===== src/hw/stp_gate_pkg.sv =====
// Constants, state and frame class types for the per-port spanning tree gate.
// Assumes a single 20 MHz core clock; times are counted in whole seconds.
package stp_gate_pkg;

    // Port states, Gray coded along blocking-listening-learning-forwarding
    typedef enum logic [2:0] {
        ST_BLOCKING = 3'h0,
        ST_LISTENING = 3'h1,
        ST_LEARNING = 3'h3,
        ST_FORWARDING = 3'h2,
        ST_DISABLED = 3'h6
    } port_state_e;

    // Class of a frame arriving from the port's own segment
    typedef enum logic [1:0] {
        FR_DATA = 2'h0,
        FR_BPDU = 2'h1,
        FR_MGMT = 2'h2,
        FR_OTHER = 2'h3
    } frame_class_e;

    // Core clock rate and the one second time base derived from it
    localparam int unsigned CLK_HZ = 20_000_000;
    localparam int unsigned MS_PER_S = 1000;
    localparam int unsigned TICK_PERIOD_MS = 1000;
    localparam int unsigned TICK_CYCLES = CLK_HZ / MS_PER_S * TICK_PERIOD_MS;
    localparam int unsigned TICK_CNT_W = 25;

    // Second counts for timers and BPDU age fields
    localparam int unsigned SEC_W = 8;
    localparam logic [SEC_W-1:0] SEC_ZERO = 8'h00;
    localparam logic [SEC_W-1:0] SEC_LAST = 8'h01;
    localparam logic [SEC_W-1:0] AGE_STEP = 8'h01;
    localparam logic [SEC_W-1:0] AGE_FULL = 8'hff;

endpackage : stp_gate_pkg


===== src/hw/stp_port_state_gate.sv =====
// Per-port spanning tree state controller and frame gate.
// Assumes the fabric, address table and CPU present one-cycle request pulses
// synchronous to clk_sys, and that the CPU gives forward delay and max age.
`timescale 1ns/1ps
module stp_port_state_gate #(
    parameter int unsigned SEC_CYCLES = stp_gate_pkg::TICK_CYCLES // Cycles per second
) (
    input wire logic clk_sys, // Core clock, 20 MHz
    input wire logic rst, // Asynchronous reset, active high
    input wire logic stp_enable, // Spanning tree runs on this port
    input wire logic port_enable, // Port administratively enabled
    input wire logic cmd_forward, // Pulse: move toward forwarding
    input wire logic cmd_block, // Pulse: return to blocking
    input wire logic [stp_gate_pkg::SEC_W-1:0] fwd_delay_s, // Forward delay, seconds
    input wire logic [stp_gate_pkg::SEC_W-1:0] max_age_s, // Max age, seconds
    input wire logic rx_valid, // Pulse: frame received from segment
    input wire logic [1:0] rx_class, // Class of received frame
    input wire logic bpdu_superior, // Received BPDU names a better path
    input wire logic [stp_gate_pkg::SEC_W-1:0] bpdu_age, // Age of received BPDU
    input wire logic sw_valid, // Pulse: frame from another port
    input wire logic cpu_bpdu_valid, // Pulse: CPU offers a BPDU to send
    input wire logic [stp_gate_pkg::SEC_W-1:0] cpu_bpdu_age, // Age of CPU BPDU
    output stp_gate_pkg::port_state_e port_state, // Current port state
    output logic learn_en, // Address learning enabled
    output logic fwd_en, // Frame forwarding enabled
    output logic fwd_timer_running, // Forward delay timer counting
    output logic rx_fwd, // Pulse: segment frame forwarded
    output logic rx_drop, // Pulse: segment frame discarded
    output logic sw_fwd, // Pulse: switched frame sent on port
    output logic sw_drop, // Pulse: switched frame discarded
    output logic learn_req, // Pulse: learn source address
    output logic bpdu_to_cpu, // Pulse: received BPDU to CPU
    output logic bpdu_discard, // Pulse: received BPDU dropped
    output logic mgmt_to_cpu, // Pulse: management frame to CPU
    output logic cpu_bpdu_send, // Pulse: CPU BPDU transmitted
    output logic cpu_bpdu_drop, // Pulse: CPU BPDU refused
    output logic [stp_gate_pkg::SEC_W-1:0] cpu_bpdu_age_out // Incremented age sent
);

    localparam int TW = stp_gate_pkg::TICK_CNT_W;
    localparam logic [TW-1:0] TICK_LAST = TW'(SEC_CYCLES - 1);
    localparam logic [TW-1:0] TICK_ZERO = TW'(0);
    localparam logic [TW-1:0] TICK_ONE = TW'(1);

    // Per-state gating decisions
    function automatic logic frames_pass(input stp_gate_pkg::port_state_e st);
        frames_pass = (st == stp_gate_pkg::ST_FORWARDING);
    endfunction : frames_pass

    function automatic logic learning_on(input stp_gate_pkg::port_state_e st);
        learning_on = (st == stp_gate_pkg::ST_LEARNING) || (st == stp_gate_pkg::ST_FORWARDING);
    endfunction : learning_on

    function automatic logic bpdu_cpu_on(input stp_gate_pkg::port_state_e st);
        bpdu_cpu_on = (st != stp_gate_pkg::ST_DISABLED);
    endfunction : bpdu_cpu_on

    function automatic logic bpdu_tx_on(input stp_gate_pkg::port_state_e st);
        bpdu_tx_on = (st == stp_gate_pkg::ST_LEARNING) || (st == stp_gate_pkg::ST_FORWARDING);
    endfunction : bpdu_tx_on

    stp_gate_pkg::port_state_e next_port_state;
    logic [TW-1:0] tick_cnt;
    logic sec_tick;
    logic boot_start;
    logic boot_phase;
    logic rx_data;
    logic rx_bpdu;
    logic rx_mgmt;
    logic bpdu_ok;
    logic bpdu_better;
    logic [stp_gate_pkg::SEC_W-1:0] next_cpu_age;
    logic cpu_age_ok;
    logic enter_timed;
    logic enter_block;
    logic fwd_start;
    logic fwd_stop;
    logic fwd_expired;
    logic loss_start;
    logic loss_expired;

    // Cycle counter of the one second time base
    always_ff @(posedge clk_sys or posedge rst) begin
        if (rst) begin
            tick_cnt <= TICK_ZERO;
        end else if (tick_cnt == TICK_LAST) begin
            tick_cnt <= TICK_ZERO;
        end else begin
            tick_cnt <= tick_cnt + TICK_ONE;
        end
    end

    // One second tick pulse for both timers
    always_ff @(posedge clk_sys or posedge rst) begin
        if (rst) begin
            sec_tick <= 1'b0;
        end else begin
            sec_tick <= (tick_cnt == TICK_LAST);
        end
    end

    // Boot start pulse, high through reset and for the first cycle after its release
    always_ff @(posedge clk_sys or posedge rst) begin
        if (rst) begin
            boot_start <= 1'b1;
        end else begin
            boot_start <= 1'b0;
        end
    end

    // Boot phase, ended by the first valid BPDU or by leaving blocking
    always_ff @(posedge clk_sys or posedge rst) begin
        if (rst) begin
            boot_phase <= 1'b1;
        end else if (bpdu_ok || port_state != stp_gate_pkg::ST_BLOCKING) begin
            boot_phase <= 1'b0;
        end
    end

    // Classify the received frame and the BPDU age checks
    always_comb begin
        rx_data = rx_valid && (rx_class == stp_gate_pkg::FR_DATA);
        rx_bpdu = rx_valid && (rx_class == stp_gate_pkg::FR_BPDU);
        rx_mgmt = rx_valid && (rx_class == stp_gate_pkg::FR_MGMT);
        bpdu_ok = rx_bpdu && (bpdu_age <= max_age_s);
        bpdu_better = bpdu_ok && bpdu_superior;
        if (cpu_bpdu_age == stp_gate_pkg::AGE_FULL) begin
            next_cpu_age = stp_gate_pkg::AGE_FULL;
        end else begin
            next_cpu_age = cpu_bpdu_age + stp_gate_pkg::AGE_STEP;
        end
        cpu_age_ok = (cpu_bpdu_age != stp_gate_pkg::AGE_FULL) && (next_cpu_age <= max_age_s);
    end

    // Next state of the port
    always_comb begin
        next_port_state = port_state;
        if (!port_enable) begin
            next_port_state = stp_gate_pkg::ST_DISABLED;
        end else if (!stp_enable) begin
            next_port_state = stp_gate_pkg::ST_FORWARDING;
        end else begin
            unique case (port_state)
                stp_gate_pkg::ST_DISABLED: begin
                    next_port_state = stp_gate_pkg::ST_BLOCKING;
                end
                stp_gate_pkg::ST_BLOCKING: begin
                    if (cmd_forward) begin
                        next_port_state = stp_gate_pkg::ST_LISTENING;
                    end else if (boot_phase && fwd_expired) begin
                        next_port_state = stp_gate_pkg::ST_LISTENING;
                    end else if (loss_expired && !bpdu_better) begin
                        next_port_state = stp_gate_pkg::ST_LISTENING;
                    end
                end
                stp_gate_pkg::ST_LISTENING: begin
                    if (bpdu_better || cmd_block) begin
                        next_port_state = stp_gate_pkg::ST_BLOCKING;
                    end else if (fwd_expired) begin
                        next_port_state = stp_gate_pkg::ST_LEARNING;
                    end
                end
                stp_gate_pkg::ST_LEARNING: begin
                    if (cmd_block) begin
                        next_port_state = stp_gate_pkg::ST_BLOCKING;
                    end else if (fwd_expired) begin
                        next_port_state = stp_gate_pkg::ST_FORWARDING;
                    end
                end
                stp_gate_pkg::ST_FORWARDING: begin
                    if (cmd_block || !stp_enable) begin
                        next_port_state = stp_gate_pkg::ST_BLOCKING;
                    end
                end
                default: begin
                    next_port_state = stp_gate_pkg::ST_BLOCKING;
                end
            endcase
        end
    end

    // Port state register, blocking out of reset
    always_ff @(posedge clk_sys or posedge rst) begin
        if (rst) begin
            port_state <= stp_gate_pkg::ST_BLOCKING;
        end else begin
            port_state <= next_port_state;
        end
    end

    // Timer controls derived from state changes
    always_comb begin
        enter_timed = (next_port_state != port_state) &&
            ((next_port_state == stp_gate_pkg::ST_LISTENING) ||
             (next_port_state == stp_gate_pkg::ST_LEARNING));
        enter_block = (next_port_state != port_state) &&
            (next_port_state == stp_gate_pkg::ST_BLOCKING);
        fwd_start = enter_timed || boot_start;
        fwd_stop = enter_block || (next_port_state == stp_gate_pkg::ST_DISABLED) ||
            (next_port_state == stp_gate_pkg::ST_FORWARDING);
        loss_start = bpdu_ok || enter_block || boot_start;
    end

    // Forward delay timer
    stp_sec_timer u_fwd_timer (
        .clk_sys(clk_sys),
        .rst(rst),
        .tick(sec_tick),
        .start(fwd_start),
        .stop(fwd_stop),
        .load_value(fwd_delay_s),
        .running(),
        .expired(fwd_expired)
    );

    // BPDU loss timer, held at max age by each valid BPDU
    stp_sec_timer u_loss_timer (
        .clk_sys(clk_sys),
        .rst(rst),
        .tick(sec_tick),
        .start(loss_start),
        .stop(1'b0),
        .load_value(max_age_s),
        .running(),
        .expired(loss_expired)
    );

    // Forward delay running flag as seen outside
    always_ff @(posedge clk_sys or posedge rst) begin
        if (rst) begin
            fwd_timer_running <= 1'b0;
        end else if (fwd_start) begin
            fwd_timer_running <= 1'b1;
        end else if (fwd_stop || fwd_expired) begin
            fwd_timer_running <= 1'b0;
        end
    end

    // Address learning level, moves with the state
    always_ff @(posedge clk_sys or posedge rst) begin
        if (rst) begin
            learn_en <= 1'b0;
        end else begin
            learn_en <= learning_on(next_port_state);
        end
    end

    // Frame forwarding level, moves with the state
    always_ff @(posedge clk_sys or posedge rst) begin
        if (rst) begin
            fwd_en <= 1'b0;
        end else begin
            fwd_en <= frames_pass(next_port_state);
        end
    end

    // Data frame gating for segment traffic
    always_ff @(posedge clk_sys or posedge rst) begin
        if (rst) begin
            rx_fwd <= 1'b0;
            rx_drop <= 1'b0;
        end else begin
            rx_fwd <= rx_data && frames_pass(port_state);
            rx_drop <= rx_data && !frames_pass(port_state);
        end
    end

    // Data frame gating for traffic switched from other ports
    always_ff @(posedge clk_sys or posedge rst) begin
        if (rst) begin
            sw_fwd <= 1'b0;
            sw_drop <= 1'b0;
        end else begin
            sw_fwd <= sw_valid && frames_pass(port_state);
            sw_drop <= sw_valid && !frames_pass(port_state);
        end
    end

    // Source address learning on received data frames
    always_ff @(posedge clk_sys or posedge rst) begin
        if (rst) begin
            learn_req <= 1'b0;
        end else begin
            learn_req <= rx_data && learning_on(port_state);
        end
    end

    // Received BPDU steering toward the CPU, aged ones dropped
    always_ff @(posedge clk_sys or posedge rst) begin
        if (rst) begin
            bpdu_to_cpu <= 1'b0;
            bpdu_discard <= 1'b0;
        end else begin
            bpdu_to_cpu <= bpdu_ok && bpdu_cpu_on(port_state);
            bpdu_discard <= rx_bpdu && !(bpdu_ok && bpdu_cpu_on(port_state));
        end
    end

    // Management frames reach the CPU whatever the state
    always_ff @(posedge clk_sys or posedge rst) begin
        if (rst) begin
            mgmt_to_cpu <= 1'b0;
        end else begin
            mgmt_to_cpu <= rx_mgmt;
        end
    end

    // CPU supplied BPDU transmit decision
    always_ff @(posedge clk_sys or posedge rst) begin
        if (rst) begin
            cpu_bpdu_send <= 1'b0;
            cpu_bpdu_drop <= 1'b0;
        end else begin
            cpu_bpdu_send <= cpu_bpdu_valid && cpu_age_ok && bpdu_tx_on(port_state);
            cpu_bpdu_drop <= cpu_bpdu_valid && !(cpu_age_ok && bpdu_tx_on(port_state));
        end
    end

    // Relayed age of the last offered CPU BPDU
    always_ff @(posedge clk_sys or posedge rst) begin
        if (rst) begin
            cpu_bpdu_age_out <= stp_gate_pkg::SEC_ZERO;
        end else if (cpu_bpdu_valid) begin
            cpu_bpdu_age_out <= next_cpu_age;
        end
    end

endmodule : stp_port_state_gate


===== src/hw/stp_sec_timer.sv =====
// Down counter in whole seconds, stepped by a one second tick.
// Assumes tick is a single-cycle pulse in the clk_sys domain.
`timescale 1ns/1ps
module stp_sec_timer (
    input wire logic clk_sys, // Core clock
    input wire logic rst, // Asynchronous reset, active high
    input wire logic tick, // One second tick pulse
    input wire logic start, // Load count and run
    input wire logic stop, // Halt without expiry
    input wire logic [stp_gate_pkg::SEC_W-1:0] load_value, // Seconds to run
    output logic running, // Timer is counting
    output logic expired // One-cycle pulse at expiry
);

    logic [stp_gate_pkg::SEC_W-1:0] count;

    // Count down; start wins over stop, a zero load expires at once
    always_ff @(posedge clk_sys or posedge rst) begin
        if (rst) begin
            count <= stp_gate_pkg::SEC_ZERO;
            running <= 1'b0;
            expired <= 1'b0;
        end else if (start) begin
            count <= load_value;
            running <= (load_value != stp_gate_pkg::SEC_ZERO);
            expired <= (load_value == stp_gate_pkg::SEC_ZERO);
        end else if (stop) begin
            running <= 1'b0;
            expired <= 1'b0;
        end else if (running && tick) begin
            count <= count - stp_gate_pkg::SEC_LAST;
            running <= (count != stp_gate_pkg::SEC_LAST);
            expired <= (count == stp_gate_pkg::SEC_LAST);
        end else begin
            expired <= 1'b0;
        end
    end

endmodule : stp_sec_timer


===== config.mk =====
export PLATFORM = sky130hd
export DESIGN_NAME = stp_port_state_gate
export DESIGN_NICKNAME = d
export VERILOG_FILES = /design/src/hw/stp_gate_pkg.sv /design/src/hw/stp_port_state_gate.sv /design/src/hw/stp_sec_timer.sv
export SDC_FILE = /design/constraint.sdc
export NUM_CORES = 1
export LEC_CHECK = 0
export ABC_AREA = 1
export BUFFER_PORTS_ARGS = -buffer_cell sky130_fd_sc_hd__clkbuf_2
export CAP_MARGIN = 40
export CORE_UTILIZATION = 62
export CTS_CLUSTER_SIZE = 16
export DETAILED_ROUTE_END_ITERATION = 12
export PLACE_DENSITY = 0.86
export SLEW_MARGIN = 15
export SYNTH_ARGS = -nofsm -noshare
export SYNTH_HDL_FRONTEND = slang
export SYNTH_SLANG_ARGS = --single-unit

===== constraint.sdc =====
create_clock -name clk_sys -period 4.7 [get_ports clk_sys]
set_input_delay 0.235 -clock clk_sys [delete_from_list [all_inputs] [get_ports clk_sys]]
set_output_delay 0.235 -clock clk_sys [all_outputs]
set_load 0.1 [all_outputs]

* Yosys cells after proc, flatten, opt, wreduce, memory -nomap -nowiden *
Index checks and enable logic that the tools add are counted.

word-level totals
  flip-flop bits (word level) = 72
  output and inout port bits = 24

cells by class
  equality and inequality tests = 19
  $add $sub $neg = 4
  magnitude comparators = 2
  reduce and logical (&&, ||, !) cells = 53
  multiplexer cells = 30

operators by type and width
  operator                                                number
  2-to-1 mux 8 bit                                        6
  2-to-1 mux 3 bit                                        10
  adder 25 x 1 -> 25 bit (second input constant)          1
  equality test 25 bit (second input constant)            1
  2-to-1 mux 25 bit                                       1
  logical AND 1 bit                                       23
  equality test 8 x 1 -> 1 bit (second input constant)    2
  less-or-equal comparator 8 bit                          2
  zero test 8 bit                                         2
  inequality test 8 x 1 -> 1 bit (second input constant)  2
  nonzero test 8 bit                                      2
  subtractor 8 x 1 -> 8 bit (second input constant)       2
  equality test 3 x 2 -> 1 bit (second input constant)    4
  logical OR 1 bit                                        12
  2-to-1 mux 1 bit                                        12
  one-hot mux 3 bit (4 select lines)                      1
  adder 8 x 1 -> 8 bit (second input constant)            1
  equality test 8 bit (second input constant)             1
  inequality test 8 bit (second input constant)           1
  equality test 3 x 1 -> 1 bit (second input constant)    2
  zero test 3 bit                                         2
  nonzero test 2 bit                                      3
  nonzero test 3 bit                                      2
  zero test 1 bit                                         5
  8 further kinds                                         8

* Logic depth before layout (Yosys ltp) *
Gate-level depths: netlist (run 1).

  word-level depth = 19
  depth in mapped cells = 24
  gate-level depth less buffers = 24

* Modules after synthesis *
From an unflattened synthesis (run 1), not the netlist that was laid out.

second synthesis, totals
  cell total of the unflattened synthesis = 563
  area, all modules = 4403.0 µm²

modules (own cells, without submodules)
  module               area an instance (µm²)  cells each  times used
  stp_port_state_gate  3021.6                  381         1
  stp_sec_timer        690.7                   91          2

* Worst setup path after synthesis (run 1) *
No wires, ideal clock.

  path kind = reg-to-reg
  start point = register port_state[2]
  end point = register u_fwd_timer.count[1] (netlist bit)
  clock period less this slack = 2664 ps
  setup time = 116 ps
  required time = 4584 ps
  arrival = 2548 ps
  cell stages (with the launch flop) = 18
  slack = 2036 ps
  cell sequence = dfrtp_1 > buf_2 > inv_2 > nand2_2 > nor2_4 > inv_2 > nand2_2 > o211ai_2 > nand4_2 > nand2_1 > nand2_2 > o21ai_4 > nand2_2 > buf_6 > nand2_1 > nand2_1 > nand2_1 > nand2_1

on the way
  elaborated cells on any way between the ends = 31

RTL lines
  what                                                                          RTL line                                                RTL
  start: declaration                                                            stp_port_state_gate.sv:23                               output stp_gate_pkg::port_state_e port_state,
  start signal: assignment                                                      stp_port_state_gate.sv:185                              port_state <= stp_gate_pkg::ST_BLOCKING;
  start signal: assignment                                                      stp_port_state_gate.sv:187                              port_state <= next_port_state;
  equality test 3 x 2 -> 1 bit, or another cell as far along                    stp_port_state_gate.sv:143                              unique case (port_state)
  one-hot mux 3 bit (4 select lines) (*)                                        stp_port_state_gate.sv:143
  2-to-1 mux 3 bit (*)                                                          stp_port_state_gate.sv:140                              end else if (!stp_enable) begin
  2-to-1 mux 3 bit (*)                                                          stp_port_state_gate.sv:138                              if (!port_enable) begin
  named net next_port_state[1]                                                  stp_port_state_gate.sv:62                               stp_gate_pkg::port_state_e next_port_state;
  equality test 3 x 1 -> 1 bit, or another cell as far along                    stp_port_state_gate.sv:194                              ((next_port_state == stp_gate_pkg::ST_LISTENING) ||
  logical OR 1 bit / logical AND 1 bit (equally long branches)                  stp_port_state_gate.sv:194, stp_port_state_gate.sv:196
  logical AND 1 bit / logical OR 1 bit (equally long branches)                  stp_port_state_gate.sv:193, stp_port_state_gate.sv:199
  logical OR 1 bit, on equally long branches                                    stp_port_state_gate.sv:198, stp_port_state_gate.sv:199
  inequality test 2 bit (no line) / nonzero test 2 bit (equally long branches)  n/a
  AND reduction 2 bit (no line)                                                 n/a
  end signal: assignment                                                        stp_sec_timer.sv:20                                     count <= stp_gate_pkg::SEC_ZERO;
  end signal: assignment                                                        stp_sec_timer.sv:24                                     count <= load_value;
  end signal: assignment                                                        stp_sec_timer.sv:31                                     count <= count - stp_gate_pkg::SEC_LAST;
  end: declaration                                                              stp_sec_timer.sv:15                                     logic [stp_gate_pkg::SEC_W-1:0] count;

Mark *: on every way through the listed nets, which the timed path passes. The rest lies on a longest branch.
A chain may end at the register's enable or synchronous reset.

* Worst setup path in the final report (run 1) *
  start point = input port cpu_bpdu_age[0] (netlist bit)
  end point = register cpu_bpdu_send

on the way
  cells in the longest elaborated chain, start to end = 6
  elaborated cells on any way between the ends = 8

ends and longest elaborated chain
  what                                                                RTL line                                                RTL
  start: declaration                                                  stp_port_state_gate.sv:22                               input wire logic [stp_gate_pkg::SEC_W-1:0] cpu_bpdu_age,
  adder 8 x 1 -> 8 bit / equality test 8 bit (equally long branches)  stp_port_state_gate.sv:130, stp_port_state_gate.sv:127
  2-to-1 mux 8 bit (*)                                                stp_port_state_gate.sv:127                              if (cpu_bpdu_age == stp_gate_pkg::AGE_FULL) begin
  named net next_cpu_age (one bit)                                    stp_port_state_gate.sv:72                               logic [stp_gate_pkg::SEC_W-1:0] next_cpu_age;
  less-or-equal comparator 8 bit (*)                                  stp_port_state_gate.sv:132                              cpu_age_ok = (cpu_bpdu_age != stp_gate_pkg::AGE_FULL) && (next_cpu_age <= max_age_s);
  logical AND 1 bit (*)                                               stp_port_state_gate.sv:132
  logical AND 1 bit (*) (2 in a row)                                  stp_port_state_gate.sv:314                              cpu_bpdu_send <= cpu_bpdu_valid && cpu_age_ok && bpdu_tx_on(port_state);
  end signal: assignment                                              stp_port_state_gate.sv:314
  end: declaration                                                    stp_port_state_gate.sv:35                               output logic cpu_bpdu_send,

Marked as above.

==> results.cfg, run 1 <==
[power]
p_leak_uw = 0.00263
clock_power_share_pct = 38.6
power_frac_comb_pct = 20.2
swShare_pct = 30.5
sequentialPowerShare_pct = 41.1
p_switching_uw = 508
peakVddDrop_mv = 0.313
intPower_uw = 1160
powerDensity_nw_per_um2 = 335

[timing]
timing.final.crit_share_pct = 54.2
hold_viol = 0
worst_hold_slack_ns = 0.0635
setup_tns_ns = 0
slew_violations = 0
slew_headroom_pct = 57.3
fmax_mhz = 393
tightest_slew_ns = 0.641
rsz0062_at_grt = false
final.setup.worst_slack_ns = 2.15
finalSetupViolations = 0
period_needed_ns = 2.55
fin_skew_ns = 0.0116

[worst_setup_path]
slowest_delay_ns = 0.35
r2r_setup_slack_ns = 2.16
path_buf_inv = 4
crit_path_top_delay_cell = nor3_1
startpoint_type = input port
path_cells = clkbuf_2, ha_1, nand2_1, nor2_1, inv_1, nor2_1, inv_1, nor3_1, inv_1, nand3_1, ha_1, nand2_1, nor2_1, a211oi_1, o221ai_1, o21ai_0, nand3_1, nor2_1
cp.arrival_ns = 2.82
crit_top_cell = nor2_1
worstPathRequired_ns = 4.97
cp_max_fo = 6
cp_top_family = simple AND/OR/NAND/NOR gates
crit_path_end_kind = flop
critical_path_class = input port to flop

[flow_run]
maxCapViolCount = 0

[synth]
synth_area_leaders = dfrtp_1 41%, nand2_1 12%, ha_1 6.4%
synth_cell_types = 47
synth_area_sq_um = 4280
ys_ff_latch = 72
yosysTopAreaCellShare_pct = 40.9
yosys.area.top_type = dfrtp_1
synth_nets = 618
syn_avg_cell_area_sq_um = 7.76
syn_inst = 552
yosysSeqAreaShare_pct = 42.1
ys_warn_count = 0

[grt]
antenna_found_initial = 0
grt.overflow.total = 0
grt_max_degree = 55
grt_pass1_vias = 3857
grt_pass1_wl_mm = 16.4
grt_usage_pct = 28.2

[cts]
clk_latency_ns = 0.35
clock_sinks = 72
clockBufferDepth = 2
cts_tree = built
cts-root-buf = clkbuf_8
numCtsBuffers = 9
htreeDepth = 3
clk_pin_slew_ns = 0.08

[route]
firstDrtPassIters = 5
wire_per_inst_microns = 13.3
route.vias.total = 3931
postRouteAntennaNets = 0
wl_mm = 9.40
drcViolationCount = 0
vias_per_cell = 5.55
drt_iter0_drc = 239

[final_layout]
stdcell_count = 708
fill_cells = 472
layout-drive-gt1-share_pct = 18.5
postLayoutCoreUtil_pct = 76.4
area_growth_pct = 15.8
insertedDiodeCount = 0
finalNetCount = 692

[placement]
place_inst = 691
routabilityCongestion = 0.926
port_buffers = 67
place_ws_ns = 1.92
dp_hpwl_mm = 6.97

[run_status]
status = complete, no violations

[die]
die_y_microns = 85.1
start_util_pct = 66.0
die_area_sq_um = 7250
row_count = 29
die_w_microns = 85.1
core-area_sq_um = 6490
io_pins = 68

[hold_path]
hold_path_class = input port to flop
## timing repair
| action | CTS | global route |
|---|---|---|
| hold endpoints to repair | 18 | 0 |
| hold buffers | 1 | 0 |
| resized for setup | 0 | 0 |
| setup buffers | 0 | 0 |
## cells in the final DEF, fill, tap and decap left out, types with 3 or more instances in the layout
cell,Yosys,final
a21oi_1,18,18
o31ai_1,3,3
xnor2_1,8,8
a31oi_1,5,5
nand4_1,11,11
nand2_1,140,140
bufinv_16,0,4
clkbuf_2,0,67
nand2_2,6,6
xor2_1,10,10
clkbuf_8,0,9
dfrtp_1,70,70
nor3_1,15,15
inv_1,71,70
nor2_1,51,51
inv_2,9,10
nand3_1,43,43
o211ai_1,4,4
o21ai_0,14,14
ha_1,22,22
nor2_2,3,3
nor4_1,10,10
o21ai_1,3,3
nor2_4,3,3
## power groups by stage
stage / combinational, uW / sequential (uW) / clock, uW
2_1_floorplan: 159 / 788 / 0
4_1_cts: 335 / 684 / 647
3_3_place_gp: 324 / 694 / 0
3_5_place_dp: 332 / 695 / 0
6_report: 337 / 685 / 642
5_1_grt: 369 / 689 / 669
## routing by layer
layer	GRT usage, %	part of all wire [%]
met1	36.7	46
met2	47.1	47
met3	4.86	5.3
met4	10.9	2.1
met5	0	0
## sequential cells by signal, indices dropped and copies added (netlist names), 3 cells and up
register	cells
port_state	3
u_fwd_timer.count	8
u_loss_timer.count	8
tick_cnt	25
cpu_bpdu_age_out	8
## worst reg2reg max path, stage by stage (launching register included)
cell and delay (ns):
dfrtp_1 0.38, ha_1 0.20, nand2_1 0.06, nor2_1 0.17, nand3_1 0.15, nor2_2 0.17, nand2_1 0.13, nor3_2 0.19
nand3_1 0.16, nor2_2 0.19, nand4_2 0.14, nor2_1 0.15, nand2_1 0.08, nor3_1 0.17, nor3_1 0.08
## worst paths after layout
| path | startpoint | to | depth (start not counted) |
|---|---|---|---|
| setup / recovery | cpu_bpdu_age[0] | cpu_bpdu_send | 18 |
| hold / removal | rx_class[0] | mgmt_to_cpu | 2 |
| setup reg to reg | tick_cnt[0] | tick_cnt[24] | 14 |
| hold reg to reg | boot_phase | boot_phase | 2 |
| max in group asynchronous | rst | port_state[2] | 4 |
| min in group asynchronous | rst | tick_cnt[12] | 3 |
## area by class of cell
cell class	count	area, sq um	share of cell area, %
Clock buffer	11	131	2.65
Clock inverter	5	129	2.60
Inverter	83	313	6.31
Multi-Input combinational cell	391	2130	43.0
Sequential cell	72	1800	36.4
Tap cell	77	96.3	1.94
Timing Repair Buffer	69	353	7.11
## synthesized netlist by cell type, drive strengths merged
cell type,count
nand4,13
nor4,10
a211o,1
or3,1
nor2,57
o221ai,2
buf,4
o2111ai,1
a21oi,18
o311ai,1
or2,1
xor2,10
o31ai,3
clkinv,3
o21ai,18
nand3,44
nor3,17
a21o,1
inv,80
nand3b,1
dfrtp,70
conb,1
dfstp,2
nor3b,1
o21a,1
ha,22
nand2,147
xnor2,8
clkbuf,2
a211oi,2
a31oi,5
o211ai,5
## cells by family after synthesis
logic type / synth area share [%]
AOI/OAI and AO/OA: 8.62
DFF: 42.1
adders and majority gates: 6.43
xor gates and xnor gates: 3.68
buffers and inverters: 8.06
other: 0.0875
and+or+nand+nor: 31.0
## metrics by stage
stage / cell area, sq um / power, uW
final: 4960 / 1660
after floorplan: 4280 / 947
after CTS: 4960 / 1670
after detailed placement: 4690 / 1030
after global placement: 4690 / 1020
after global routing: 4960 / 1730
Note: power is estimated with default switching activity, not from simulation.
==> run 2, diff against run 1 <==
--- a/config.mk
+++ b/config.mk
@@ -8,10 +8,10 @@
 export ABC_AREA = 1
 export BUFFER_PORTS_ARGS = -buffer_cell sky130_fd_sc_hd__clkbuf_2
 export CAP_MARGIN = 40
-export CORE_UTILIZATION = 62
+export CORE_UTILIZATION = 57
 export CTS_CLUSTER_SIZE = 16
 export DETAILED_ROUTE_END_ITERATION = 12
-export PLACE_DENSITY = 0.86
+export PLACE_DENSITY = 0.8
 export SLEW_MARGIN = 15
 export SYNTH_ARGS = -nofsm -noshare
 export SYNTH_HDL_FRONTEND = slang
==> constraint.sdc (replaced) <==
create_clock -name clk_sys -period 2.4 [get_ports clk_sys]
set_input_delay 0.12 -clock clk_sys [delete_from_list [all_inputs] [get_ports clk_sys]]
set_output_delay 0.12 -clock clk_sys [all_outputs]
set_load 0.1 [all_outputs]
==> run 2 against run 1 <==
Effect of this change:
- critical endpoint is now tick_cnt[20]
- highest routed layer unchanged
- via count down 0.94%
- utilization down 5.6 points
- register-to-register slack worse by 2.0 ns
- clock power up 64%
- sequential power up 96%
==> results.cfg, run 2 (same netlist as run 1, synthesis figures left out) <==
[die]
core-area_sq_um = 7250
die_area_sq_um = 7870
io_pins = 68
die_w_microns = 88.7
row_count = 31
die_y_microns = 88.7
start_util_pct = 59.1

[timing]
fin_skew_ns = 0.00859
final.setup.worst_slack_ns = 0.168
timing.final.crit_share_pct = 93.0
slew_violations = 0
period_needed_ns = 2.23
finalSetupViolations = 0
fmax_mhz = 448
worst_hold_slack_ns = 0.0212
tightest_slew_ns = 0.564
rsz0062_at_grt = true
setup_tns_ns = 0
slew_headroom_pct = 62.4
hold_viol = 0

[worst_setup_path]
crit_path_end_kind = flop
slowest_delay_ns = 0.37
crit_path_top_delay_cell = dfrtp_1
cp.arrival_ns = 2.45
cp_max_fo = 3
path_cells = ha_1, nand2_1, nor2_2, nand3_2, nor2_4, nand2_1, nor3_2, nand3_2, nor2_4, nand4_2, buf_4, o21ai_0, a21oi_1
startpoint_type = flop
worstPathRequired_ns = 2.62
critical_path_class = flop to flop

[route]
route.vias.total = 3894
wl_mm = 9.48
firstDrtPassIters = 7
drcViolationCount = 0
postRouteAntennaNets = 0
wire_per_inst_microns = 12.7
drt_iter0_drc = 144
vias_per_cell = 5.23

[grt]
grt_pass1_vias = 3663
antenna_found_initial = 0
grt_pass1_wl_mm = 15.8
grt.overflow.total = 0
grt_max_degree = 48
grt_usage_pct = 26.1

[final_layout]
area_growth_pct = 19.9
largest_register_ffs = 25
finalNetCount = 707
final_common_cell = nand2_1
layout_common_cells = 140 x nand2_1, 70 x inv_1, 67 x dfrtp_1, 67 x clkbuf_2, 48 x nor2_1
layout-drive-gt1-share_pct = 22.1
insertedDiodeCount = 0
top_register = tick_cnt
postLayoutCoreUtil_pct = 70.8

[cts]
numCtsBuffers = 9
cts-root-buf = clkbuf_8
clock_sinks = 72
clockBufferDepth = 2
htreeDepth = 3
clk_latency_ns = 0.34
cts_tree = built
clk_pin_slew_ns = 0.08

[power]
peakVddDrop_mv = 0.485
design_power_total_uw = 3060
p_leak_uw = 0.00268
powerDensity_nw_per_um2 = 596

[placement]
place_ws_ns = -0.123
port_buffers = 67
dp_hpwl_mm = 7.30
routabilityCongestion = 0.943

[run_status]
status = complete, no violations

[flow_run]
maxCapViolCount = 0

[hold_path]
hold_path_class = input port to flop
[run 2: cell count changes in the layout (fill, tap and decap cells not counted), moves of 3 or more]
cell	before	now
dlygate4sd3_1	1	4
nand3_1	43	40
dfrtp_1	70	67
nor3_1	15	12
buf_4	1	12
clkinv_2	1	4
nor3_2	1	4
nand3_2	1	4
dfrtp_2	0	3
nor2_1	51	48
[run 2: power by group]
part	total (uW)	internal [uW]	leakage, uW	switching [uW]
logic	672	197	0.00166	475
clock network	1050	608	0.000112	445
registers	1340	1280	0.000912	55.9
total	3060	2090	0.00268	976
[run 2: path summary, 6_finish.rpt]
| kind | from | to | slack [ns] | depth (start not counted) |
|---|---|---|---|---|
| worst min register to register | tick_cnt[0] | tick_cnt[0] | 0.46 | 1 |
| worst min-delay path | fwd_delay_s[6] | u_fwd_timer.count[6] | 0.02 | 3 |
| worst max-delay path | tick_cnt[0] | tick_cnt[20] | 0.17 | 13 |
| max in group asynchronous | rst | boot_start | 1.33 | 4 |
| min in group asynchronous | rst | sw_fwd | 0.38 | 3 |
| worst max register to register | tick_cnt[0] | tick_cnt[20] | 0.17 | 13 |
[run 2: per-stage QoR]
step           area [sq um]  instances
2_1_floorplan          4290        552
3_3_place_gp           4820        724
3_5_place_dp           4820        724
4_1_cts                5080        744
5_1_grt                5140        745
6_report               5140        745
[run 2: layer usage]
| metal | wire length [microns] | track usage [%] |
|---|---|---|
| met5 | 0 | 0 |
| met4 | 216 | 12.2 |
| met3 | 341 | 3.26 |
| met2 | 4640 | 43.6 |
| met1 | 4280 | 34.0 |
[run 2: layout make-up]
class / instances / area [sq um]
clock inverter: 6 / 82.6
fill: 595 / 2120
inverter: 83 / 313
multi-input combinational: 391 / 2190
sequential: 72 / 1810
timing repair buffer: 84 / 485
clock buffer: 10 / 138
tap: 99 / 124
[run 2: timing repair]
item	CTS	global route
hold endpoints to repair	28	0
setup endpoints to repair	0	19
hold buffers	4	0
gates resized for setup	0	14
buffers inserted	0	1
[run 2: critical path: cells and delay by family (launching register included)]
family | cells | cell delay, ns
flops | 1 | 0.37
fa+ha+maj | 1 | 0.18
simple gates | 9 | 1.15
compound gates | 2 | 0.23
buf+inv | 1 | 0.18
==> run 3, diff against run 2 <==
--- a/config.mk
+++ b/config.mk
@@ -8,10 +8,10 @@
 export ABC_AREA = 1
 export BUFFER_PORTS_ARGS = -buffer_cell sky130_fd_sc_hd__clkbuf_2
 export CAP_MARGIN = 40
-export CORE_UTILIZATION = 57
+export CORE_UTILIZATION = 56
 export CTS_CLUSTER_SIZE = 16
 export DETAILED_ROUTE_END_ITERATION = 12
-export PLACE_DENSITY = 0.8
+export PLACE_DENSITY = 0.79
 export SLEW_MARGIN = 15
 export SYNTH_ARGS = -nofsm -noshare
 export SYNTH_HDL_FRONTEND = slang
==> run 3 against run 2 <==
Effect of this change:
- via count is 2.4% higher
- critical path type unchanged
- largest cell class unchanged
- sequential share of layout area down 0.14 points
- die area grew 1.7%
- cell area grew 0.39%
- maximum frequency shrank 1.0%
- register-to-register slack worse by 0.02 ns
==> results.cfg, run 3 (same netlist as run 1, synthesis figures left out) <==
[final_layout]
largest_register_ffs = 25
fin_area_sq_um = 5160
finalNetCount = 710
final_common_cell = nand2_1
layout-drive-gt1-share_pct = 22.8
layout_common_cells = 139 x nand2_1, 70 x inv_1, 67 x dfrtp_1, 67 x clkbuf_2, 47 x nor2_1
insertedDiodeCount = 0
fill_cells = 613
top_register = tick_cnt
area_growth_pct = 20.4

[cts]
clock_sinks = 72
clk_pin_slew_ns = 0.08
cts_tree = built
htreeDepth = 3
cts-root-buf = clkbuf_8
clk_latency_ns = 0.36
clockBufferDepth = 2
numCtsBuffers = 9

[grt]
grt_pass1_wl_mm = 16.6
grt.overflow.total = 0
use_met2_pct = 44.0
grt_max_degree = 37
grt_usage_pct = 27.2
use_met1_pct = 35.4
grt_pass1_vias = 3725
grt.busiest_layer = met2
grt_use_met3_pct = 4.89
antenna_found_initial = 0

[placement]
place_area_sq_um = 4830
place_ws_ns = -0.132
port_buffers = 67
routabilityCongestion = 0.934
dp_hpwl_mm = 7.64

[worst_setup_path]
r2r_setup_slack_ns = 0.14
crit_path_end_kind = flop
r2r-start = tick_cnt[0]
startpoint_type = flop
cp_max_fo = 3
cp.arrival_ns = 2.49
r2r_end = tick_cnt[24]
rr_worst_depth = 14
critical_path_class = flop to flop
worstPathRequired_ns = 2.63

[power]
powerDensity_nw_per_um2 = 578
sequentialPowerShare_pct = 45.1
power_frac_comb_pct = 22.6
intPower_uw = 1990
p_switching_uw = 996
peakVddDrop_mv = 0.334
swShare_pct = 33.4
p_leak_uw = 0.00271
clock_power_share_pct = 32.3

[timing]
slew_violations = 0
slew_headroom_pct = 49.0
timing.final.crit_share_pct = 94.0
finalSetupViolations = 0
fin_skew_ns = 0.0123
rsz0062_at_grt = true
hold_viol = 0
period_needed_ns = 2.26
final.setup.worst_slack_ns = 0.145
tightest_slew_ns = 0.764
fmax_mhz = 443

[die]
die_w_microns = 89.5
die_y_microns = 89.5
die_area_sq_um = 8000
core-area_sq_um = 7330
io_pins = 68
start_util_pct = 58.4
row_count = 31

[route]
postRouteAntennaNets = 0
wl_mm = 10.0
route.vias.total = 3986
drcViolationCount = 0
vias_per_cell = 5.33
drt_iter0_drc = 229
wire_per_inst_microns = 13.4
firstDrtPassIters = 5

[flow_run]
maxCapViolCount = 0

[hold_path]
min-delay-start = fwd_delay_s[6]
holdPathEnd = u_fwd_timer.count[6]
hold_path_depth = 3
hold_path_class = input port to flop

[run_status]
status = complete, no violations
[run 3: area by class of cell]
| class | count | area (sq um) | area share [%] |
|---|---|---|---|
| clock inverters | 5 | 56.3 | 1.09 |
| multi-input cells | 391 | 2190 | 42.6 |
| well taps | 99 | 124 | 2.40 |
| repair buffers | 87 | 520 | 10.1 |
| flip-flops and latches | 72 | 1810 | 35.1 |
| clock buffers | 11 | 141 | 2.74 |
| inverters | 83 | 313 | 6.07 |
[run 3: power groups by stage]
| stage | logic [uW] | registers (uW) | clock network [uW] |
|---|---|---|---|
| CTS | 674 | 1340 | 975 |
| floorplan | 312 | 1540 | 0 |
| finish | 674 | 1340 | 964 |
| global placement | 650 | 1360 | 0 |
| global route | 742 | 1350 | 1030 |
| detailed placement | 665 | 1360 | 0 |
[run 3: timing repair]
| item | CTS | global route |
|---|---|---|
| pin swaps | 4 | 5 |
| endpoints found under the setup margin | 2 | 9 |
| endpoints found under the hold margin | 36 | 0 |
| resized for setup | 1 | 15 |
| hold buffers | 4 | 0 |
| buffers inserted | 1 | 3 |
[run 3: stage by stage]
stage / std cells / hold WS (ns) / util (%) / power, uW / setup TNS, ns
after detailed placement: 724 / 0.281 / 65.9 / 2030 / -0.243
final: 748 / 0.00767 / 70.4 / 2980 / 0
after global placement: 724 / 0.282 / 65.9 / 2010 / -0.194
after floorplan: 552 / 0.193 / - / 1850 / 0
after CTS: 745 / 0.00463 / 69.3 / 2990 / 0
after global routing: 748 / 0.0190 / 70.4 / 3120 / -0.0751
[run 3: worst max-delay path: stages (launching register included)]
cell     delay [ns]
dfrtp_1        0.38
ha_2           0.21
nand2_1        0.07
nor2_2         0.16
nand3_2        0.13
nor2_4         0.11
nand2_2        0.09
nor3_4         0.20
nand3_2        0.12
nor2_4         0.13
nand4_2        0.11
nor2_2         0.12
nand2_1        0.10
nor3_2         0.14
nor3_1         0.07
[run 3: worst max-delay path by stage]
stage	startpoint	end	slack [ns]	cells after the start
floorplan	port_state[2]	u_fwd_timer.count[1]	0.04	17
global placement	cpu_bpdu_age[0]	cpu_bpdu_send	-0.1	18
detailed placement	cpu_bpdu_age[0]	cpu_bpdu_send	-0.13	18
CTS	tick_cnt[0]	tick_cnt[24]	0.002	14
global route	tick_cnt[0]	tick_cnt[24]	-0.06	14
finish	tick_cnt[0]	tick_cnt[24]	0.14	14
[run 3: per-layer routing]
metal | routed length, microns | share of wire, %
met5 | 0 | 0
met2 | 4750 | 48
met1 | 4460 | 45
met3 | 472 | 4.7
met4 | 310 | 3.1
